**config.mk**
```make
export PLATFORM = sky130hd
export DESIGN_NAME = scpd_top
export DESIGN_NICKNAME = d
export VERILOG_FILES = /design/src/scpd_pkg.sv /design/src/scpd_rst_sync.sv /design/src/scpd_delay_map.sv /design/src/scpd_top.sv
export SDC_FILE = /design/constraint.sdc
export NUM_CORES = 1
export LEC_CHECK = 0
export BUFFER_PORTS_ARGS = -buffer_cell sky130_fd_sc_hd__buf_2
export CAP_MARGIN = 20
export CORE_UTILIZATION = 55
export DETAILED_ROUTE_END_ITERATION = 10
export PLACE_DENSITY = 0.78
export SYNTH_ARGS = -nofsm -noshare
export SYNTH_HDL_FRONTEND = slang
export SYNTH_SLANG_ARGS = --single-unit
```
**constraint.sdc**
```tcl
create_clock -name i_clk -period 7.9 [get_ports i_clk]
set_input_delay 1.58 -clock i_clk [delete_from_list [all_inputs] [get_ports i_clk]]
set_output_delay 1.58 -clock i_clk [all_outputs]
set_load 0.01 [all_outputs]
```
**src/scpd_pkg.sv**
```systemverilog
// Constants, field layouts and carrier types of the sample-clock phase
// and delay control block.
// Assumes a 32-bit classic Wishbone register bus, 8-bit registers.
package scpd_pkg;

  // ****************************************************************
  // Register indexes (byte address is four times the index)
  // ****************************************************************
  localparam logic [9:0] IDX_ALIGN_CTRL = 10'h10a;
  localparam logic [9:0] IDX_DELAY_MODE = 10'h110;
  localparam logic [9:0] IDX_SUPER_FINE = 10'h111;
  localparam logic [9:0] IDX_FINE = 10'h112;
  localparam logic [9:0] IDX_STATUS = 10'h113;
  localparam logic [9:0] IDX_LAST_PHASE = 10'h114;
  localparam logic [9:0] IDX_REALIGN_CNT = 10'h115;

  // ****************************************************************
  // Field positions
  // ****************************************************************
  localparam int AUTOPHASE_BIT = 7;
  localparam int NEG_WIN_LSB = 2;
  localparam int POS_WIN_LSB = 0;
  localparam int STAT_REALIGN_BIT = 0;
  localparam int STAT_CLAMP_BIT = 1;
  localparam int STAT_IN_WIN_BIT = 2;

  // ****************************************************************
  // Reset values
  // ****************************************************************
  localparam logic [7:0] RST_ALIGN_CTRL = 8'h00;
  localparam logic [2:0] RST_DELAY_MODE = 3'h0;
  localparam logic [7:0] RST_SUPER_FINE = 8'h00;
  localparam logic [7:0] RST_FINE = 8'hc0;

  // ****************************************************************
  // Step limits and step sizes
  // ****************************************************************
  localparam logic [7:0] FINE_MAX_SHORT = 8'h10;
  localparam logic [7:0] FINE_MAX_FULL = 8'hc0;
  localparam logic [7:0] SUPER_MAX = 8'h80;
  localparam int FINE_STEP_FS = 1725;
  localparam int SUPER_STEP_FS = 250;
  localparam int DELAY_FS_W = 20;

  // ****************************************************************
  // Delay mode codes
  // ****************************************************************
  typedef enum logic [2:0] {
    MODE_NONE = 3'h0,
    MODE_RSVD = 3'h1,
    MODE_FINE_SHORT = 3'h2,
    MODE_FINE_SHORT_LJ = 3'h3,
    MODE_FINE_FULL = 3'h4,
    MODE_FINE_FULL_ALT = 3'h5,
    MODE_FINE_SUPER = 3'h6,
    MODE_UNLISTED = 3'h7
  } scpd_mode_t;

  // ****************************************************************
  // Carriers
  // ****************************************************************
  typedef struct packed {
    logic cyc;
    logic stb;
    logic we;
    logic [11:0] adr;
    logic [3:0] sel;
    logic [31:0] dat;
  } scpd_wb_req_t;

  typedef struct packed {
    logic ack;
    logic [31:0] dat;
  } scpd_wb_rsp_t;

  typedef struct packed {
    logic fine_en;
    logic super_en;
    logic low_jitter;
    logic clamped;
    logic [7:0] fine_steps;
    logic [7:0] super_steps;
  } scpd_delay_t;

endpackage : scpd_pkg

```
**src/scpd_rst_sync.sv**
```systemverilog
// Reset release synchroniser.
// Assumes an active-low asynchronous reset from the board.
`timescale 1ns/10ps
`default_nettype none
module scpd_rst_sync
(
  input wire logic i_clk,     // Device clock
  input wire logic i_arst_n,  // Raw reset, active low
  output logic o_rst_n        // Released reset, active low
);
  typedef struct packed {
    logic meta;
    logic held;
  } scpd_rs_state_t;

  scpd_rs_state_t st_r;
  scpd_rs_state_t st_nxt;

  always_comb
  begin
    st_nxt.meta = 1'b1;
    st_nxt.held = st_r.meta;
  end

  always_ff @(posedge i_clk or negedge i_arst_n)
  begin
    if (!i_arst_n)
    begin
      st_r <= '0;
    end
    else
    begin
      st_r <= st_nxt;
    end
  end

  assign o_rst_n = st_r.held;
endmodule : scpd_rst_sync
`default_nettype wire

```
**src/scpd_delay_map.sv**
```systemverilog
// Maps delay mode and step registers onto the applied delay settings.
// Assumes register values already stable on the device clock.
`timescale 1ns/10ps
`default_nettype none
module scpd_delay_map
(
  input wire logic [2:0] i_mode,          // Delay mode select
  input wire logic [7:0] i_fine,          // Fine step register
  input wire logic [7:0] i_super,         // Super-fine step register
  output scpd_pkg::scpd_delay_t o_delay   // Applied settings
);
  import scpd_pkg::*;

  function automatic logic [7:0] clamp(input logic [7:0] v,
                                       input logic [7:0] lim);
    clamp = (v > lim) ? lim : v;
  endfunction : clamp

  always_comb
  begin
    o_delay = '0;
    case (scpd_mode_t'(i_mode))
      MODE_FINE_SHORT, MODE_FINE_SHORT_LJ:
      begin
        o_delay.fine_en = 1'b1;
        o_delay.fine_steps = clamp(i_fine, FINE_MAX_SHORT);
        o_delay.clamped = (i_fine > FINE_MAX_SHORT);
        o_delay.low_jitter = (i_mode == MODE_FINE_SHORT_LJ);
      end
      MODE_FINE_FULL, MODE_FINE_FULL_ALT:
      begin
        o_delay.fine_en = 1'b1;
        o_delay.fine_steps = clamp(i_fine, FINE_MAX_FULL);
        o_delay.clamped = (i_fine > FINE_MAX_FULL);
      end
      MODE_FINE_SUPER:
      begin
        o_delay.fine_en = 1'b1;
        o_delay.super_en = 1'b1;
        o_delay.fine_steps = clamp(i_fine, FINE_MAX_FULL);
        o_delay.super_steps = clamp(i_super, SUPER_MAX);
        o_delay.clamped = (i_fine > FINE_MAX_FULL) ||
                          (i_super > SUPER_MAX);
      end
      default:
      begin
        o_delay = '0;
      end
    endcase
  end
endmodule : scpd_delay_map
`default_nettype wire

```
**src/scpd_top.sv**
```systemverilog
// Sample-clock divider alignment and delay control with Wishbone
// register access.
// Assumes i_sysref synchronous to i_clk and a classic Wishbone master.
//
// Contract
// - With autophase set, a system reference event outside the window realigns the divider
// - Negative window code 0..3 tolerates 0, 1/2, 1, 3/2 clocks early; the logic tolerates 0, 0, 1, 1 clocks
// - Positive window code 0..3 tolerates 0, 1/2, 1, 3/2 clocks late; the logic tolerates 0, 0, 1, 1 clocks
// - Mode 000 applies no delay, 001 is reserved, 101 acts as 100
// - Modes 010 and 011 give fine delay of 0..16 steps, 011 low jitter
// - Mode 100 gives fine delay over 192 steps without super-fine
// - Mode 110 gives fine over 192 steps plus super-fine over 128
// - Super-fine register is 8-bit, 0.25 ps a step, 0..128, reset 0
// - Fine register is 8-bit, 1.725 ps a step, 0..192, reset 0xc0
`timescale 1ns/10ps
`default_nettype none
module scpd_top
#(
  parameter int DIV_RATIO = 4,   // Device clocks per divided clock
  parameter int PHASE_W = 8      // Half-clock phase counter width
)
(
  input wire logic i_clk,                    // Device clock, 20 MHz
  input wire logic i_arst_n,                 // Async reset, active low
  input wire logic i_wb_cyc,                 // Wishbone cycle
  input wire logic i_wb_stb,                 // Wishbone strobe
  input wire logic i_wb_we,                  // Wishbone write enable
  input wire logic [11:0] i_wb_adr,          // Wishbone byte address
  input wire logic [3:0] i_wb_sel,           // Wishbone byte selects
  input wire logic [31:0] i_wb_dat,          // Wishbone write data
  output logic o_wb_ack,                     // Wishbone acknowledge
  output logic [31:0] o_wb_dat,              // Wishbone read data
  input wire logic i_sysref,                 // System reference level
  output logic o_div_clk,                    // Divided clock
  output logic [PHASE_W-1:0] o_div_phase,    // Divider phase, half clocks
  output logic o_realign,                    // Divider realigned pulse
  output logic o_fine_en,                    // Fine delay active
  output logic o_super_en,                   // Super-fine delay active
  output logic o_low_jitter,                 // Low-jitter fine variant
  output logic [7:0] o_fine_steps,           // Applied fine steps
  output logic [7:0] o_super_steps,          // Applied super-fine steps
  output logic [scpd_pkg::DELAY_FS_W-1:0] o_delay_fs  // Total delay, fs
);
  import scpd_pkg::*;

  // ****************************************************************
  // Constants
  // ****************************************************************
  // Phase counts half device clocks, two per device clock
  localparam logic [PHASE_W-1:0] PHASE_STEP = PHASE_W'(2);
  localparam logic [PHASE_W-1:0] PHASE_WRAP = PHASE_W'(2 * DIV_RATIO);
  localparam logic [PHASE_W-1:0] PHASE_HALF = PHASE_W'(DIV_RATIO);

  // ****************************************************************
  // State
  // ****************************************************************
  typedef struct packed {
    logic ack;
    logic [31:0] rdat;
    logic autophase;
    logic [1:0] neg_win;
    logic [1:0] pos_win;
    logic [2:0] mode;
    logic [7:0] super_fine;
    logic [7:0] fine;
    logic realign_seen;
    logic clamp_seen;
    logic last_in_win;
    logic [7:0] last_phase;
    logic [7:0] realign_cnt;
    logic sysref_d;
    logic [PHASE_W-1:0] phase;
    logic realign;
    scpd_delay_t dly;
    logic [DELAY_FS_W-1:0] delay_fs;
  } scpd_state_t;

  scpd_state_t st_r;
  scpd_state_t st_nxt;
  scpd_wb_req_t req;
  scpd_delay_t dly_map;
  logic rst_n;
  logic bus_hit;
  logic bus_wr;
  logic [9:0] idx;
  logic sysref_evt;
  logic in_win;
  logic mapped;
  logic [7:0] reg_rd;

  // ****************************************************************
  // Helpers
  // ****************************************************************
  // Window code in half device clocks
  function automatic logic [PHASE_W-1:0] win_half(input logic [1:0] code);
    win_half = PHASE_W'(code);
  endfunction : win_half

  function automatic logic [DELAY_FS_W-1:0] delay_total(
    input scpd_delay_t d);
    logic [DELAY_FS_W-1:0] f;
    logic [DELAY_FS_W-1:0] s;
    f = DELAY_FS_W'(d.fine_steps) * DELAY_FS_W'(FINE_STEP_FS);
    s = DELAY_FS_W'(d.super_steps) * DELAY_FS_W'(SUPER_STEP_FS);
    delay_total = f + s;
  endfunction : delay_total

  // ****************************************************************
  // Submodules
  // ****************************************************************
  scpd_rst_sync u_rst
  (
    .i_clk(i_clk),
    .i_arst_n(i_arst_n),
    .o_rst_n(rst_n)
  );

  scpd_delay_map u_map
  (
    .i_mode(st_r.mode),
    .i_fine(st_r.fine),
    .i_super(st_r.super_fine),
    .o_delay(dly_map)
  );

  // ****************************************************************
  // Bus decode
  // ****************************************************************
  always_comb
  begin
    req.cyc = i_wb_cyc;
    req.stb = i_wb_stb;
    req.we = i_wb_we;
    req.adr = i_wb_adr;
    req.sel = i_wb_sel;
    req.dat = i_wb_dat;
  end

  // Pending ack keeps a held strobe from retriggering
  assign bus_hit = req.cyc && req.stb && !st_r.ack;
  assign bus_wr = bus_hit && req.we && req.sel[0];
  assign idx = req.adr[11:2];

  always_comb
  begin
    mapped = 1'b1;
    reg_rd = 8'h00;
    if (idx == IDX_ALIGN_CTRL)
    begin
      reg_rd = {st_r.autophase, 3'h0, st_r.neg_win, st_r.pos_win};
    end
    else if (idx == IDX_DELAY_MODE)
    begin
      reg_rd = {5'h00, st_r.mode};
    end
    else if (idx == IDX_SUPER_FINE)
    begin
      reg_rd = st_r.super_fine;
    end
    else if (idx == IDX_FINE)
    begin
      reg_rd = st_r.fine;
    end
    else if (idx == IDX_STATUS)
    begin
      reg_rd = {5'h00, st_r.last_in_win, st_r.clamp_seen,
                st_r.realign_seen};
    end
    else if (idx == IDX_LAST_PHASE)
    begin
      reg_rd = st_r.last_phase;
    end
    else if (idx == IDX_REALIGN_CNT)
    begin
      reg_rd = st_r.realign_cnt;
    end
    else
    begin
      mapped = 1'b0;
    end
  end

  // ****************************************************************
  // Alignment window check
  // ****************************************************************
  assign sysref_evt = i_sysref && !st_r.sysref_d;

  // Phase 0 is the expected event point; late events just after it,
  // early ones just before the wrap. Whole-clock steps make odd
  // window codes act like the even code below them.
  always_comb
  begin
    in_win = 1'b0;
    if (st_r.phase == '0)
    begin
      in_win = 1'b1;
    end
    else if (st_r.phase <= win_half(st_r.pos_win))
    begin
      in_win = 1'b1;
    end
    else if ((PHASE_WRAP - st_r.phase) <= win_half(st_r.neg_win))
    begin
      in_win = 1'b1;
    end
  end

  // ****************************************************************
  // Next state
  // ****************************************************************
  always_comb
  begin
    st_nxt = st_r;
    st_nxt.ack = bus_hit;
    st_nxt.rdat = 32'h0000_0000;
    if (bus_hit && !req.we)
    begin
      st_nxt.rdat = {24'h00_0000, reg_rd};
    end
    st_nxt.sysref_d = i_sysref;
    st_nxt.realign = 1'b0;

    // Free-running divider in half-clock units
    if (st_r.phase + PHASE_STEP >= PHASE_WRAP)
    begin
      st_nxt.phase = '0;
    end
    else
    begin
      st_nxt.phase = st_r.phase + PHASE_STEP;
    end

    // Status records every event; only autophase moves the divider
    // Realigned divider takes the event edge as phase 0
    if (sysref_evt)
    begin
      st_nxt.last_phase = 8'(st_r.phase);
      st_nxt.last_in_win = in_win;
      if (st_r.autophase && !in_win)
      begin
        st_nxt.phase = PHASE_STEP;
        st_nxt.realign = 1'b1;
      end
    end

    // Writes with byte lane 0 off are acked but change nothing
    if (bus_wr && mapped)
    begin
      if (idx == IDX_ALIGN_CTRL)
      begin
        st_nxt.autophase = req.dat[AUTOPHASE_BIT];
        st_nxt.neg_win = req.dat[NEG_WIN_LSB +: 2];
        st_nxt.pos_win = req.dat[POS_WIN_LSB +: 2];
      end
      else if (idx == IDX_DELAY_MODE)
      begin
        st_nxt.mode = req.dat[2:0];
      end
      else if (idx == IDX_SUPER_FINE)
      begin
        st_nxt.super_fine = req.dat[7:0];
      end
      else if (idx == IDX_FINE)
      begin
        st_nxt.fine = req.dat[7:0];
      end
      else if (idx == IDX_STATUS)
      begin
        if (req.dat[STAT_REALIGN_BIT])
        begin
          st_nxt.realign_seen = 1'b0;
        end
        if (req.dat[STAT_CLAMP_BIT])
        begin
          st_nxt.clamp_seen = 1'b0;
        end
      end
      else if (idx == IDX_REALIGN_CNT)
      begin
        st_nxt.realign_cnt = 8'h00;
      end
    end

    // Hardware set wins over a clear in the same cycle
    if (st_nxt.realign)
    begin
      st_nxt.realign_seen = 1'b1;
      if (st_r.realign_cnt != 8'hff)
      begin
        st_nxt.realign_cnt = st_r.realign_cnt + 8'h01;
      end
    end
    if (dly_map.clamped)
    begin
      st_nxt.clamp_seen = 1'b1;
    end

    // Applied settings lag the register write by one clock
    st_nxt.dly = dly_map;
    st_nxt.delay_fs = delay_total(dly_map);
  end

  // ****************************************************************
  // Registers
  // ****************************************************************
  // Mode and step fields start from reset values; the rest clear
  always_ff @(posedge i_clk or negedge rst_n)
  begin
    if (!rst_n)
    begin
      st_r <= '0;
      st_r.mode <= RST_DELAY_MODE;
      st_r.super_fine <= RST_SUPER_FINE;
      st_r.fine <= RST_FINE;
      st_r.autophase <= RST_ALIGN_CTRL[AUTOPHASE_BIT];
      st_r.neg_win <= RST_ALIGN_CTRL[NEG_WIN_LSB +: 2];
      st_r.pos_win <= RST_ALIGN_CTRL[POS_WIN_LSB +: 2];
    end
    else
    begin
      st_r <= st_nxt;
    end
  end

  // ****************************************************************
  // Outputs
  // ****************************************************************
  assign o_wb_ack = st_r.ack;
  assign o_wb_dat = st_r.rdat;
  // Divided clock high over the first half of the period
  assign o_div_clk = (st_r.phase < PHASE_HALF);
  assign o_div_phase = st_r.phase;
  assign o_realign = st_r.realign;
  assign o_fine_en = st_r.dly.fine_en;
  assign o_super_en = st_r.dly.super_en;
  assign o_low_jitter = st_r.dly.low_jitter;
  assign o_fine_steps = st_r.dly.fine_steps;
  assign o_super_steps = st_r.dly.super_steps;
  assign o_delay_fs = st_r.delay_fs;
endmodule : scpd_top
`default_nettype wire

```
## After elaboration in Yosys (flattened, before gate mapping)

Index checks and enable logic that the tools add are counted.

- Register bits after elaboration: 103
- Bits of input ports: 54
- Word-level logic and storage cells: 138

- Add/subtract/negate cells: 4
- Multiply operators: 2
- Order comparisons: 7
- Eq/ne operators: 21
- Mux-type cells: 48
- Bitwise logic cells: 3
- Reductions and logical operators: 29

Operators by type and width:

| operator | number |
|---|---|
| 8-bit two-way mux | 22 |
| 10-bit by 9-bit == test with 1-bit output (second input constant) | 7 |
| 9-bit one-hot mux with 3 select lines | 1 |
| 19-bit by 16-bit adder with 20-bit output | 1 |
| 8-bit by 11-bit multiplier with 19-bit output (second input constant) | 1 |
| 9-bit two-way mux | 2 |
| 1-bit two-way mux | 17 |
| 8-bit greater-than comparator (second input constant) | 2 |
| 8-bit by 2-bit <= comparator with 1-bit output | 2 |
| 2-bit inequality test (second input constant) | 8 |
| 8-bit by 7-bit multiplier with 15-bit output (second input constant) | 1 |
| 7-bit AND reduction | 2 |
| 2-bit two-way mux | 6 |
| 2-bit nonzero test | 6 |
| 3-bit == test (second input constant) | 3 |
| 8-bit by 1-bit adder with 8-bit output (second input constant) | 1 |
| 8-bit by 2-bit adder with 8-bit output (second input constant) | 1 |
| 8-bit by 4-bit greater-or-equal comparator with 1-bit output (second input constant) | 1 |
| 8-bit by 5-bit greater-than comparator with 1-bit output (second input constant) | 1 |
| 1-bit logical AND | 8 |
| 8-bit logical NOT | 1 |
| 8-bit by 3-bit less-than comparator with 1-bit output (second input constant) | 1 |
| 8-bit inequality test (second input constant) | 1 |
| 4-bit by 8-bit subtractor with 8-bit output (first input constant) | 1 |
| other kinds (10) | 17 |

## Logic depth before layout (Yosys ltp)

Gate-level depths: netlist of the first run.

- Depth after elaboration: 12
- Gate-level depth with buffers: 31

## Hierarchy

Synthesis of the first run repeated with hierarchy kept, for this count alone.

- Cell total of the unflattened synthesis: 816
- Area, all modules: 8490.6 µm²

By module, submodules not included:

| module | times used | cells an instance | area each (µm²) |
|---|---|---|---|
| scpd_top | 1 | 773 | 8174.1 |
| scpd_delay_map | 1 | 40 | 262.8 |
| scpd_rst_sync | 1 | 3 | 53.8 |

## Least setup slack after synthesis of the first run

OpenSTA, ideal clock, no wires.

- Kind: register -> register
- Start point: register st_r[86] in the netlist's numbering
- End point: register st_r, in the netlist o_delay_fs[19]
- Arrival time: 7.648 ns
- Required time: 7.776 ns
- Path slack: 0.128 ns
- Cell stages (with the launch flop): 32
- Buffers on the path: 1
- Clock period less this slack: 7.772 ns
- Cells stage by stage: dfrtp_1 > nand2_1 > nor3_1 > and2_0 > clkbuf_1 > ha_1 > ha_1 > xor2_1 > ha_1 > fa_1 > inv_1 > fa_1 > inv_1 > ha_1 > nor2b_1 > nor3_1 > o21bai_1 > xnor2_1 > fa_1 > inv_1 > fa_1 > inv_1 > fa_1 > fa_1 > inv_1 > ha_1 > o21ai_0 > a21oi_1 > a21bo_2 > a2bb2oi_1 > nor4b_1 > a211o_1

RTL lines:

| element | RTL line | text |
|---|---|---|
| start: declaration | scpd_top.sv:78 | `scpd_state_t st_r;` |
| start signal: assignment | scpd_top.sv:321 | `st_r <= st_nxt;` |

==> reports/results.ini, run 1 <==
[status]
outcome=finished clean

[drt]
detailedRoute.firstIterationViolations=326
dr.pass1.iters=4
routed_wl_mm=16.27
via_count=5804
postRouteAntennaNets=0
via_per_inst=5.384
avgRoutedWirePerCell_um=15.09
route.detailed.drc=0

[cells_and_area]
syn_to_final_growth_pct=7.847
finalNonFillerCells=1078
drive_above_1_share_pct=20.67
post-route-util_pct=60.74
layout.nets=1097
fillerInstances=1298
num_antenna_cells=0

[placement]
port_buffers=82
dp_hpwl_mm=13.00
routabilityCongestion=0.8799
dp.cells=1058

[power_and_ir_drop]
powerDensity_nw_per_um2=114.6
p_leak_nw=5.021
vdd_drop_max_mv=0.1218

[critical_path]
critPathBufInv=9
start_kind=flip-flop
worstReg2RegEnd=o_delay_fs[19]$_DFF_PN0_
regToRegSetupSlack_ns=0.33
worstPathMaxFanout=6
cpMostUsedCell=fa_1
end_kind=flip-flop
required_ns=8.14
critPathSlowestCell=fa_1
worstPathArrival_ns=7.80
r2r_start=st_r[86]$_DFFE_PN0P_
crit_type=reg2reg
rr_worst_depth=30
cpPeakStageDelay_ns=0.56
crit_family=adder cells

[sta]
maxSlewViolCount=0
fin_tns_setup_ns=0
worst_slew_pin_slew_ns=0.7973
final.period_utilization_pct=95.76
fmax_mhz=132.2
finalSetupViolations=0
hold_violations=0
fin_crit_ns=7.565
fin_skew_ns=0.01260
slew_headroom_pct=46.85

[yosys]
yosysSeqAreaShare_pct=29.95
yosys_warnings=0
syn-mean-instance-area_um2=10.27
synth.most_common_cell=inv_1
synth-main-ff-cell=dfrtp_1
synth-edff-count=0
synth_top_cells_by_count=inv_1 (141), dfrtp_1 (100), ha_1 (95)
synth_area_leader_cell=dfrtp_1
synthArstFlopShare_pct=100.0
syn_inst=831
synth.ff_latch_count=102
synth.area.top_cells=dfrtp_1 (29%), fa_1 (15%), ha_1 (14%), buf_4 (6.8%), inv_1 (6.2%)
yosysUniqueCellTypes=76
syn_area_um2=8531
yosysTopAreaCellShare_pct=29.33

[grt]
grt_pass1_wl_mm=26.81
grt_usage_pct=21.57
grt_max_degree=66
grt_overflow=0
grt_pass1_vias=5643
antenna_found_initial=0

[floorplanning]
core_um2=15150
die_y_um=126.5
rows=45
io_pins=136
start_util_pct=56.32
die_w_um=126.5
die-area_um2=16010

[clock_network]
cts.sinks=102
htreeDepth=3
clk_latency_ns=0.36
cts_root_buffer=clkbuf_16
tritoncts=done
cts_made_buffers=9
ctsHoldBuffers=0
ctsLongestPathBuffers=2
clkTransAtPathRegs_ns=0.07

[hold_path]
hold_path.class=reg2async

[run]
maxCapViolations=0

==> cell families (layout without fill, tap and decap cells) <==
family	after synthesis	in the layout	synth area share, %
XOR/XNOR	26	26	2.669
AO/OA/AOI/OAI	114	114	9.314
flip-flops	102	102	29.95
other	2	30	0.08804
AND/OR/NAND/NOR	162	162	10.62
buffers and inverters	226	257	13.39
multiplexers	41	41	5.251
adder cells (fa/ha/maj)	158	158	28.72
==> layer usage <==
layer  vias to the layer above  GRT usage [%]  routed length, µm
met3                        20          3.585                684
met1                      2897          26.97               6932
met4                         0          7.300                261
li1                       2758              -                  -
met2                       129          37.93               8387
met5                         -              0                  0
==> cell usage in the layout (no fill, tap or decap), drive strengths merged, types with 7 or more instances in the layout <==
cell and instances:
a221oi 7, clkbuf 11, conb 30, nor2b 9, nor2 37, dfrtp 100
nand2 38, ha 95, and3 9, xor2 8, nor3 18, mux2 30
nand3 12, a21oi 29, o21ai 25, mux2i 11, buf 98, and2 8
inv 145, xnor2 18, fa 63
==> sequential cells by signal, summed over array words and instances (netlist names) <==
name,flops
st_r,44
o_delay_fs,20
o_div_phase,8
o_super_steps,8
o_wb_dat,8
o_fine_steps,7
o_fine_en,1
o_low_jitter,1
o_realign,1
o_super_en,1
o_wb_ack,1
u_rst.o_rst_n,1
u_rst.st_nxt,1
==> worst max path at each step <==
stage / start / slack [ns] / endpoint / cells past startpoint
after floorplan: st_r[86]$_DFFE_PN0P_ / 0.13 / o_delay_fs[19]$_DFF_PN0_ / 31
after global routing: st_r[87]$_DFFE_PN0P_ / -0.02 / o_delay_fs[18]$_DFF_PN0_ / 30
after CTS: st_r[84]$_DFFE_PN0P_ / 0.12 / o_delay_fs[19]$_DFF_PN0_ / 30
final: st_r[86]$_DFFE_PN0P_ / 0.33 / o_delay_fs[19]$_DFF_PN0_ / 30
after global placement: st_r[84]$_DFFE_PN0P_ / 0.18 / o_delay_fs[19]$_DFF_PN0_ / 30
after detailed placement: st_r[84]$_DFFE_PN0P_ / 0.13 / o_delay_fs[19]$_DFF_PN0_ / 30
==> power by group <==
part / internal [mW] / leakage, nW / total (mW) / switching [mW]
clock network: 0.258 / 0.151 / 0.463 / 0.205
registers: 0.530 / 1.37 / 0.541 / 0.0109
logic: 0.0182 / 3.50 / 0.0500 / 0.0318
total: 0.807 / 5.02 / 1.05 / 0.248
==> area by class of cell <==
| class | count | area, µm² | share of cell area (%) |
|---|---|---|---|
| multi-input combinational | 531 | 5031 | 54.69 |
| sequential | 102 | 2559 | 27.81 |
| inverter | 143 | 539.3 | 5.862 |
| timing repair buffer | 98 | 528.0 | 5.739 |
| clock buffer | 11 | 242.7 | 2.638 |
| tap | 188 | 235.2 | 2.557 |
| clock inverter | 5 | 65.06 | 0.7072 |
==> stage by stage <==
stage                     setup WS [ns]  instance area [µm²]  hold slack, ns  power (mW)
after floorplan                  0.1280                 8636          0.3312      0.5921
after global placement           0.1839                 8772          0.2892      0.6006
after detailed placement         0.1324                 8772          0.2942      0.6018
after CTS                        0.1161                 9080          0.3009       1.064
after global routing           -0.01874                 9200          0.3348       1.093
final                            0.3348                 9200          0.2779       1.054
==> timing repair <==
action                     CTS  global route
buffers inserted             0             3
resized for setup            0            20
setup endpoints to repair    0             5
Power figures use the tool's default switching activity.
==> run 2: changes to the inputs <==
==> constraint.sdc (replaced) <==
create_clock -name i_clk -period 7.3 [get_ports i_clk]
set_input_delay 1.46 -clock i_clk [delete_from_list [all_inputs] [get_ports i_clk]]
set_output_delay 1.46 -clock i_clk [all_outputs]
set_load 0.01 [all_outputs]
==> run 2 against run 1 <==
Core utilization grew 3.9 points; count of clock-buffer cells in the layout decreased by 2; clock power is essentially flat; sequential power is 8.5% higher.
==> reports/results.ini, run 2 (synthesis results as in run 1) <==
[drt]
dr.pass1.iters=6  ; was 4
routed_wl_mm=17.76  ; was 16.27 mm
via_per_inst=5.383  ; was 5.384
avgRoutedWirePerCell_um=15.93  ; was 15.09 µm
route.detailed.drc=0  ; unchanged
postRouteAntennaNets=0  ; unchanged
detailedRoute.firstIterationViolations=363  ; was 326
via_count=6002  ; was 5,804

[cells_and_area]
mostFrequentLayoutCell=inv_1  ; unchanged
post-route-util_pct=64.69  ; was 60.74%
num_antenna_cells=0  ; unchanged
layout.nets=1135  ; was 1,097
final_cell_mix=inv_1 (134), dfrtp_1 (99), buf_2 (83)  ; was inv_1 (141), dfrtp_1 (99), ha_1 (90)
largest_reg_flops=44  ; unchanged
syn_to_final_growth_pct=14.86  ; was 7.847%
fillerInstances=1143  ; was 1,298
regMostFlops=st_r  ; unchanged
finalNonFillerCells=1115  ; was 1,078
drive_above_1_share_pct=29.02  ; was 20.67%

[grt]
grt_overflow=0  ; unchanged
grt_max_degree=66  ; unchanged
grt_usage_pct=23.04  ; was 21.57%
use_met3_pct=4.429  ; was 3.585%
top_usage_layer=met2  ; unchanged
antenna_found_initial=0  ; unchanged
grt_pass1_vias=6092  ; was 5,643
grt_pass1_wl_mm=28.79  ; was 26.81 mm
use_met2_pct=40.27  ; was 37.93%
use_met1_pct=28.40  ; was 26.97%

[hold_path]
hold_path.class=reg2async  ; unchanged

[floorplanning]
die-area_um2=16010  ; unchanged
core_um2=15150  ; unchanged
io_pins=136  ; unchanged
die_w_um=126.5  ; unchanged
rows=45  ; unchanged
die_y_um=126.5  ; unchanged
start_util_pct=56.32  ; unchanged

[placement]
dp.cells=1097  ; was 1,058
routabilityCongestion=0.8766  ; was 0.8799
place_ws_ns=-0.2672  ; was 0.1324 ns
port_buffers=82  ; unchanged
dp_hpwl_mm=13.84  ; was 13.00 mm

[critical_path]
start_kind=flip-flop  ; unchanged
end_kind=flip-flop  ; unchanged
required_ns=7.58  ; was 8.14 ns
rr_worst_depth=29  ; was 30
regToRegSetupSlack_ns=0.17  ; was 0.33 ns
crit_cells=29  ; was 30
crit_family=adder cells  ; unchanged
cpMostUsedCell=fa_1  ; unchanged
crit_start=st_r[86]$_DFFE_PN0P_  ; unchanged
critPathSlowestCell=fa_1  ; unchanged
cpPeakStageDelay_ns=0.57  ; was 0.56 ns
crit_type=reg2reg  ; unchanged
critPathBufInv=7  ; was 9
r2r_start=st_r[86]$_DFFE_PN0P_  ; unchanged
worstReg2RegEnd=o_delay_fs[18]$_DFF_PN0_  ; was o_delay_fs[19]$_DFF_PN0_
endpoint=o_delay_fs[18]$_DFF_PN0_  ; was o_delay_fs[19]$_DFF_PN0_
worstPathArrival_ns=7.42  ; was 7.80 ns
worstPathMaxFanout=6  ; unchanged

[clock_network]
clkTransAtPathRegs_ns=0.07  ; about the same
cts_made_buffers=9  ; unchanged
ctsHoldBuffers=0  ; unchanged
htreeDepth=3  ; unchanged
cts.sinks=102  ; unchanged
tritoncts=done  ; unchanged
ctsLongestPathBuffers=2  ; unchanged
clk_latency_ns=0.36  ; about the same
cts_root_buffer=clkbuf_16  ; unchanged

[sta]
worst_slew_pin_slew_ns=0.8056  ; was 0.7973 ns
holdWs_ns=0.2839  ; was 0.2779 ns
rsz0062_at_grt=yes
timing.final.ws_setup_ns=0.1662  ; was 0.3348 ns
finalSetupViolations=0  ; unchanged
fmax_mhz=140.2  ; was 132.2 MHz
fin_skew_ns=0.008583  ; was 0.01260 ns
hold_violations=0  ; unchanged
maxSlewViolCount=0  ; unchanged
fin_crit_ns=7.134  ; was 7.565 ns
slew_headroom_pct=46.29  ; was 46.85%
final.period_utilization_pct=97.72  ; was 95.76%

[power_and_ir_drop]
p_leak_nw=5.202  ; was 5.021 nW
vdd_drop_max_mv=0.1061  ; was 0.1218 mV
powerDensity_nw_per_um2=112.4  ; was 114.6 nW/µm²
total_power_mw=1.102  ; was 1.054 mW

[run]
maxCapViolations=0  ; unchanged

[status]
outcome=finished clean  ; unchanged

run 2: cell types whose count changed in the layout (fill, tap and decap cells not counted), sizes merged:
cell      before  now
buf           98  136
clkbuf        11    9
clkinvlp       0    2
bufinv         1    0
clkinv         2    1
inv          145  146
run 2: routing by layer:
| layer | routed length (µm) | part of all wire, % |
|---|---|---|
| met1 | 7413 | 42 |
| met2 | 9244 | 52 |
| met3 | 719 | 4.0 |
| met4 | 382 | 2.2 |
| met5 | 0 | 0 |
run 2: worst register-to-register path, delay by kind of cell, from the launching register on:
family                   cells  cell delay [ns]
AO/OA/AOI/OAI                4             0.81
AND/OR/NAND/NOR              6             0.57
XOR/XNOR                     2             0.26
adder cells (fa/ha/maj)     10             4.47
flip-flops                   1             0.40
buffers and inverters        7             0.56
run 2: metrics by stage:
step	cell area (µm²)	setup TNS, ns
after global placement	9143	-0.3842
final	9798	0
after CTS	9484	0
after global routing	9798	-0.2985
after detailed placement	9143	-0.5711
after floorplan	8717	0
run 2: cell type report:
cell class,count,area (µm²),share of cell area (%)
timing repair buffer,136,828.3,8.454
clock buffer,9,225.2,2.299
inverter,143,541.8,5.529
sequential,102,2559,26.11
clock inverter,6,55.05,0.5619
multi-input combinational,531,5354,54.64
tap,188,235.2,2.401
run 2: worst min-delay path by stage:
stage	slack [ns]	startpoint	end	cells past startpoint
2_1_floorplan	0.33	u_rst.st_nxt[0]$_DFF_PN0_	u_rst.o_rst_n$_DFF_PN0_	0
3_3_place_gp	0.30	u_rst.o_rst_n$_DFF_PN0_	o_delay_fs[18]$_DFF_PN0_	0
3_5_place_dp	0.30	u_rst.o_rst_n$_DFF_PN0_	o_delay_fs[18]$_DFF_PN0_	0
4_1_cts	0.31	u_rst.o_rst_n$_DFF_PN0_	o_delay_fs[18]$_DFF_PN0_	0
5_1_grt	0.34	u_rst.o_rst_n$_DFF_PN0_	o_delay_fs[18]$_DFF_PN0_	0
6_report	0.28	u_rst.o_rst_n$_DFF_PN0_	o_delay_fs[18]$_DFF_PN0_	0
run 2: power breakdown:
group,internal [mW],switching [mW]
Clock,0.236,0.225
Combinational,0.0197,0.0345
Sequential,0.574,0.0124
run 2: what timing repair did:
| action | 4_1_cts | 5_1_grt |
|---|---|---|
| endpoints found under the setup margin | 4 | 7 |
| pin swaps | 12 | 40 |
| buffers inserted | 0 | 2 |
| resized for setup | 17 | 58 |
==> run 3: changes to the inputs <==
--- a/config.mk
+++ b/config.mk
@@ -12,4 +12,5 @@
 export PLACE_DENSITY = 0.78
 export SYNTH_ARGS = -nofsm -noshare
 export SYNTH_HDL_FRONTEND = slang
+export SYNTH_HIERARCHICAL = 1
 export SYNTH_SLANG_ARGS = --single-unit
==> run 3 against run 2 <==
Combinational power is 3% higher; highest routed layer unchanged; total power up 8.6%; the flow now finishes with violations (setup timing); clock skew hardly changed; die area decreased by 0.47%; via count fell by 1.2%; count of clock-buffer cells in the layout increased by 1; worst setup slack worse by 0.33 ns; non-clock buffer count grew 8; wire length up 4.4%; core utilization down 0.56 points.
==> reports/results.ini, run 3 <==
[grt]
grt_max_degree=55  ; was 66
grt_pass1_wl_mm=29.93  ; was 28.79 mm
grt_usage_pct=24.22  ; was 23.04%
grt_pass1_vias=6004  ; was 6,092
grt_overflow=0  ; unchanged
antenna_found_initial=0  ; unchanged

[drt]
detailedRoute.firstIterationViolations=420  ; was 363
postRouteAntennaNets=0  ; unchanged
via_per_inst=5.349  ; was 5.383
dr.pass1.iters=5  ; was 6
avgRoutedWirePerCell_um=16.73  ; was 15.93 µm
route.detailed.drc=0  ; unchanged
routed_wl_mm=18.53  ; was 17.76 mm
top_layer=met4  ; unchanged
met3_length_mm=1.026  ; was 719 µm
wl_met2_mm=8.812  ; was 9.244 mm
via_count=5927  ; was 6,002
drt-met1-wl_mm=8.400  ; was 7.413 mm

[sta]
holdWs_ns=0.3538  ; was 0.2839 ns
finalSetupViolations=6  ; was 0
worst_slew_pin_slew_ns=1.027  ; was 0.8056 ns
hold_violations=0  ; unchanged
maxSlewViolCount=0  ; unchanged
slew_headroom_pct=30.95  ; was 46.29%
fmax_mhz=133.9  ; was 140.2 MHz
rsz0062_at_grt=yes  ; unchanged
timing.final.ws_setup_ns=-0.1674  ; was 0.1662 ns
fin_crit_ns=7.467  ; was 7.134 ns
final.period_utilization_pct=102.3  ; was 97.72%
fin_skew_ns=0.008909  ; was 0.008583 ns

[yosys]
synth.ff_latch_count=102  ; unchanged
synth.most_common_cell=inv_1  ; unchanged
yosys_warnings=6  ; was 0
yosysUniqueCellTypes=68  ; was 76
synth_top_cells_by_count=inv_1 (121), dfrtp_1 (100), ha_1 (95)  ; was inv_1 (141), dfrtp_1 (100), ha_1 (95)
syn_inst=816  ; was 831
syn-mean-instance-area_um2=10.41  ; was 10.27 µm²
synth-edff-count=0  ; unchanged
synth.area.top_cells=dfrtp_1 (29%), fa_1 (15%), ha_1 (14%), buf_4 (6.7%), inv_1 (5.3%)  ; was dfrtp_1 (29%), fa_1 (15%), ha_1 (14%), buf_4 (6.8%), inv_1 (6.2%)
yosysSeqAreaShare_pct=30.09  ; was 29.95%
synthArstFlopShare_pct=100.0  ; unchanged
synth-main-ff-cell=dfrtp_1  ; unchanged
yosysTopAreaCellShare_pct=29.47  ; was 29.33%
synth_area_leader_cell=dfrtp_1  ; unchanged
syn_area_um2=8491  ; was 8531 µm²

[floorplanning]
die-area_um2=15940  ; was 16,010 µm²
die_y_um=126.2  ; was 126.5 µm
rows=45  ; unchanged
core_um2=15150  ; unchanged
start_util_pct=56.06  ; was 56.32%
io_pins=136  ; unchanged
die_w_um=126.2  ; was 126.5 µm

[clock_network]
ctsLongestPathBuffers=2  ; unchanged
tritoncts=done  ; unchanged
cts_made_buffers=9  ; unchanged
clk_latency_ns=0.35  ; was 0.36 ns
clkTransAtPathRegs_ns=0.07  ; about the same
htreeDepth=3  ; unchanged
cts_root_buffer=clkbuf_16  ; unchanged
cts.sinks=102  ; unchanged

[power_and_ir_drop]
p_clk_share_pct=46.4  ; was 41.8%
powerDensity_nw_per_um2=123.2  ; was 112.4 nW/µm²
total_power_mw=1.196  ; was 1.102 mW
p_sw_share_pct=22.17  ; was 24.70%
p_comb_share_pct=4.7  ; was 4.9%
seqPwrFrac_pct=49.0  ; was 53.2%
vdd_drop_max_mv=0.1413  ; was 0.1061 mV
switchingPower_uw=265.2  ; was 272.1 µW
p_leak_nw=5.243  ; was 5.202 nW
internal_power_uw=931.1  ; was 829.5 µW

[cells_and_area]
finalNonFillerCells=1108  ; was 1,115
largest_reg_flops=44  ; unchanged
drive_above_1_share_pct=27.61  ; was 29.02%
layout.nets=1128  ; was 1,135
mostFrequentLayoutCell=inv_1  ; unchanged
regMostFlops=st_r  ; unchanged
num_antenna_cells=0  ; unchanged
final_cell_mix=inv_1 (113), dfrtp_1 (99), ha_1 (88)  ; was inv_1 (134), dfrtp_1 (99), buf_2 (83)
syn_to_final_growth_pct=14.40  ; was 14.86%

[critical_path]
crit_start=st_r[86]$_DFFE_PN0P_  ; unchanged
worstPathMaxFanout=5  ; was 6
critPathBufInv=3  ; was 7
crit_type=reg2reg  ; unchanged
rr_worst_depth=24  ; was 29
crit_family=adder cells  ; unchanged
worstPathArrival_ns=7.75  ; was 7.42 ns
regToRegSetupSlack_ns=-0.17  ; was 0.17 ns
start_kind=flip-flop  ; unchanged
worstReg2RegEnd=o_delay_fs[19]$_DFF_PN0_  ; was o_delay_fs[18]$_DFF_PN0_
required_ns=7.58  ; about the same
r2r_start=st_r[86]$_DFFE_PN0P_  ; unchanged
cpMostUsedCell=fa_1  ; unchanged
cpPeakStageDelay_ns=0.55  ; was 0.57 ns
crit_chain=and3b_2 -> nor2b_4 -> and2_4 -> fa_1 -> inv_1 -> fa_1 -> fa_1 -> inv_1 -> fa_1 -> ha_4 -> o21a_1 -> a21oi_2 -> xor2_1 -> fa_1 -> fa_1 -> fa_1 -> fa_1 -> inv_2 -> ha_4 -> a2111oi_4 -> a21boi_4 -> a22o_1 -> o41ai_2 -> xnor2_1
critPathSlowestCell=fa_1  ; unchanged
end_kind=flip-flop  ; unchanged

[status]
outcome=finished with violations  ; was finished clean
violations=setup timing

[placement]
port_buffers=82  ; unchanged
routabilityCongestion=0.9072  ; was 0.8766
dp_hpwl_mm=14.07  ; was 13.84 mm
dp.cells=1083  ; was 1,097

[hold_path]
hold_path.class=reg2async  ; unchanged

[run]
maxCapViolations=0  ; unchanged

run 3: how the worst max path moves through the flow:
stage | to | slack [ns] | cells after the start
after global placement | o_delay_fs[19]$_DFF_PN0_ | -0.21 | 26
after CTS | o_delay_fs[19]$_DFF_PN0_ | -0.25 | 29
final | o_delay_fs[19]$_DFF_PN0_ | -0.17 | 24
after floorplan | o_delay_fs[19]$_DFF_PN0_ | 0.0007 | 26
after detailed placement | o_delay_fs[15]$_DFF_PN0_ | -0.42 | 28
after global routing | o_delay_fs[19]$_DFF_PN0_ | -0.43 | 29
run 3: area by class of cell:
cell class                 count  area [µm²]
tap                          188       235.2
sequential                   102        2559
clock buffer                  10       229.0
fill                        1155        5433
clock inverter                 6       116.4
inverter                     122       465.4
timing repair buffer         144       903.4
multi-input combinational    536        5205
run 3: power by group through the flow:
| stage | registers (mW) | clock network [mW] | logic, mW |
|---|---|---|---|
| after floorplan | 0.596 | 0 | 0.0436 |
| after global placement | 0.596 | 0 | 0.0537 |
| after detailed placement | 0.597 | 0 | 0.0549 |
| after CTS | 0.586 | 0.565 | 0.0553 |
| after global routing | 0.588 | 0.586 | 0.0620 |
| final | 0.586 | 0.555 | 0.0557 |
run 3: what timing repair did:
action                     in CTS  in global routing
setup endpoints to repair       9                 10
resized for setup              29                 21
pin swaps                      32                 21
buffers inserted                4                  5
hold buffers                    0                  0
cloned                          0                  0
run 3: logic make-up after synthesis:
family	after synthesis	share of synthesized area, %
AO/OA/AOI/OAI	121	10.11
XOR/XNOR	29	2.991
adder cells (fa/ha/maj)	159	29.09
buffers and inverters	206	12.61
flip-flops	102	30.09
multiplexers	37	4.878
other	2	0.08845
AND/OR/NAND/NOR	160	10.14
run 3: metal layers:
metal / global-route usage (%) / vias up
li1: - / 2806
met1: 33.76 / 2893
met2: 39.13 / 197
met3: 4.800 / 31
met4: 5.528 / 0
met5: 0 / -
run 3: per-stage QoR:
step	setup slack, ns	instance area (µm²)	setup TNS, ns	util (%)
final	-0.1674	9713	-0.5005	64.13
after global routing	-0.4262	9713	-2.322	64.13
after CTS	-0.2506	9585	-0.7364	63.29
after detailed placement	-0.4237	9081	-2.315	59.96
after global placement	-0.2123	9081	-0.6729	59.96
after floorplan	0.0006892	8642	0	-
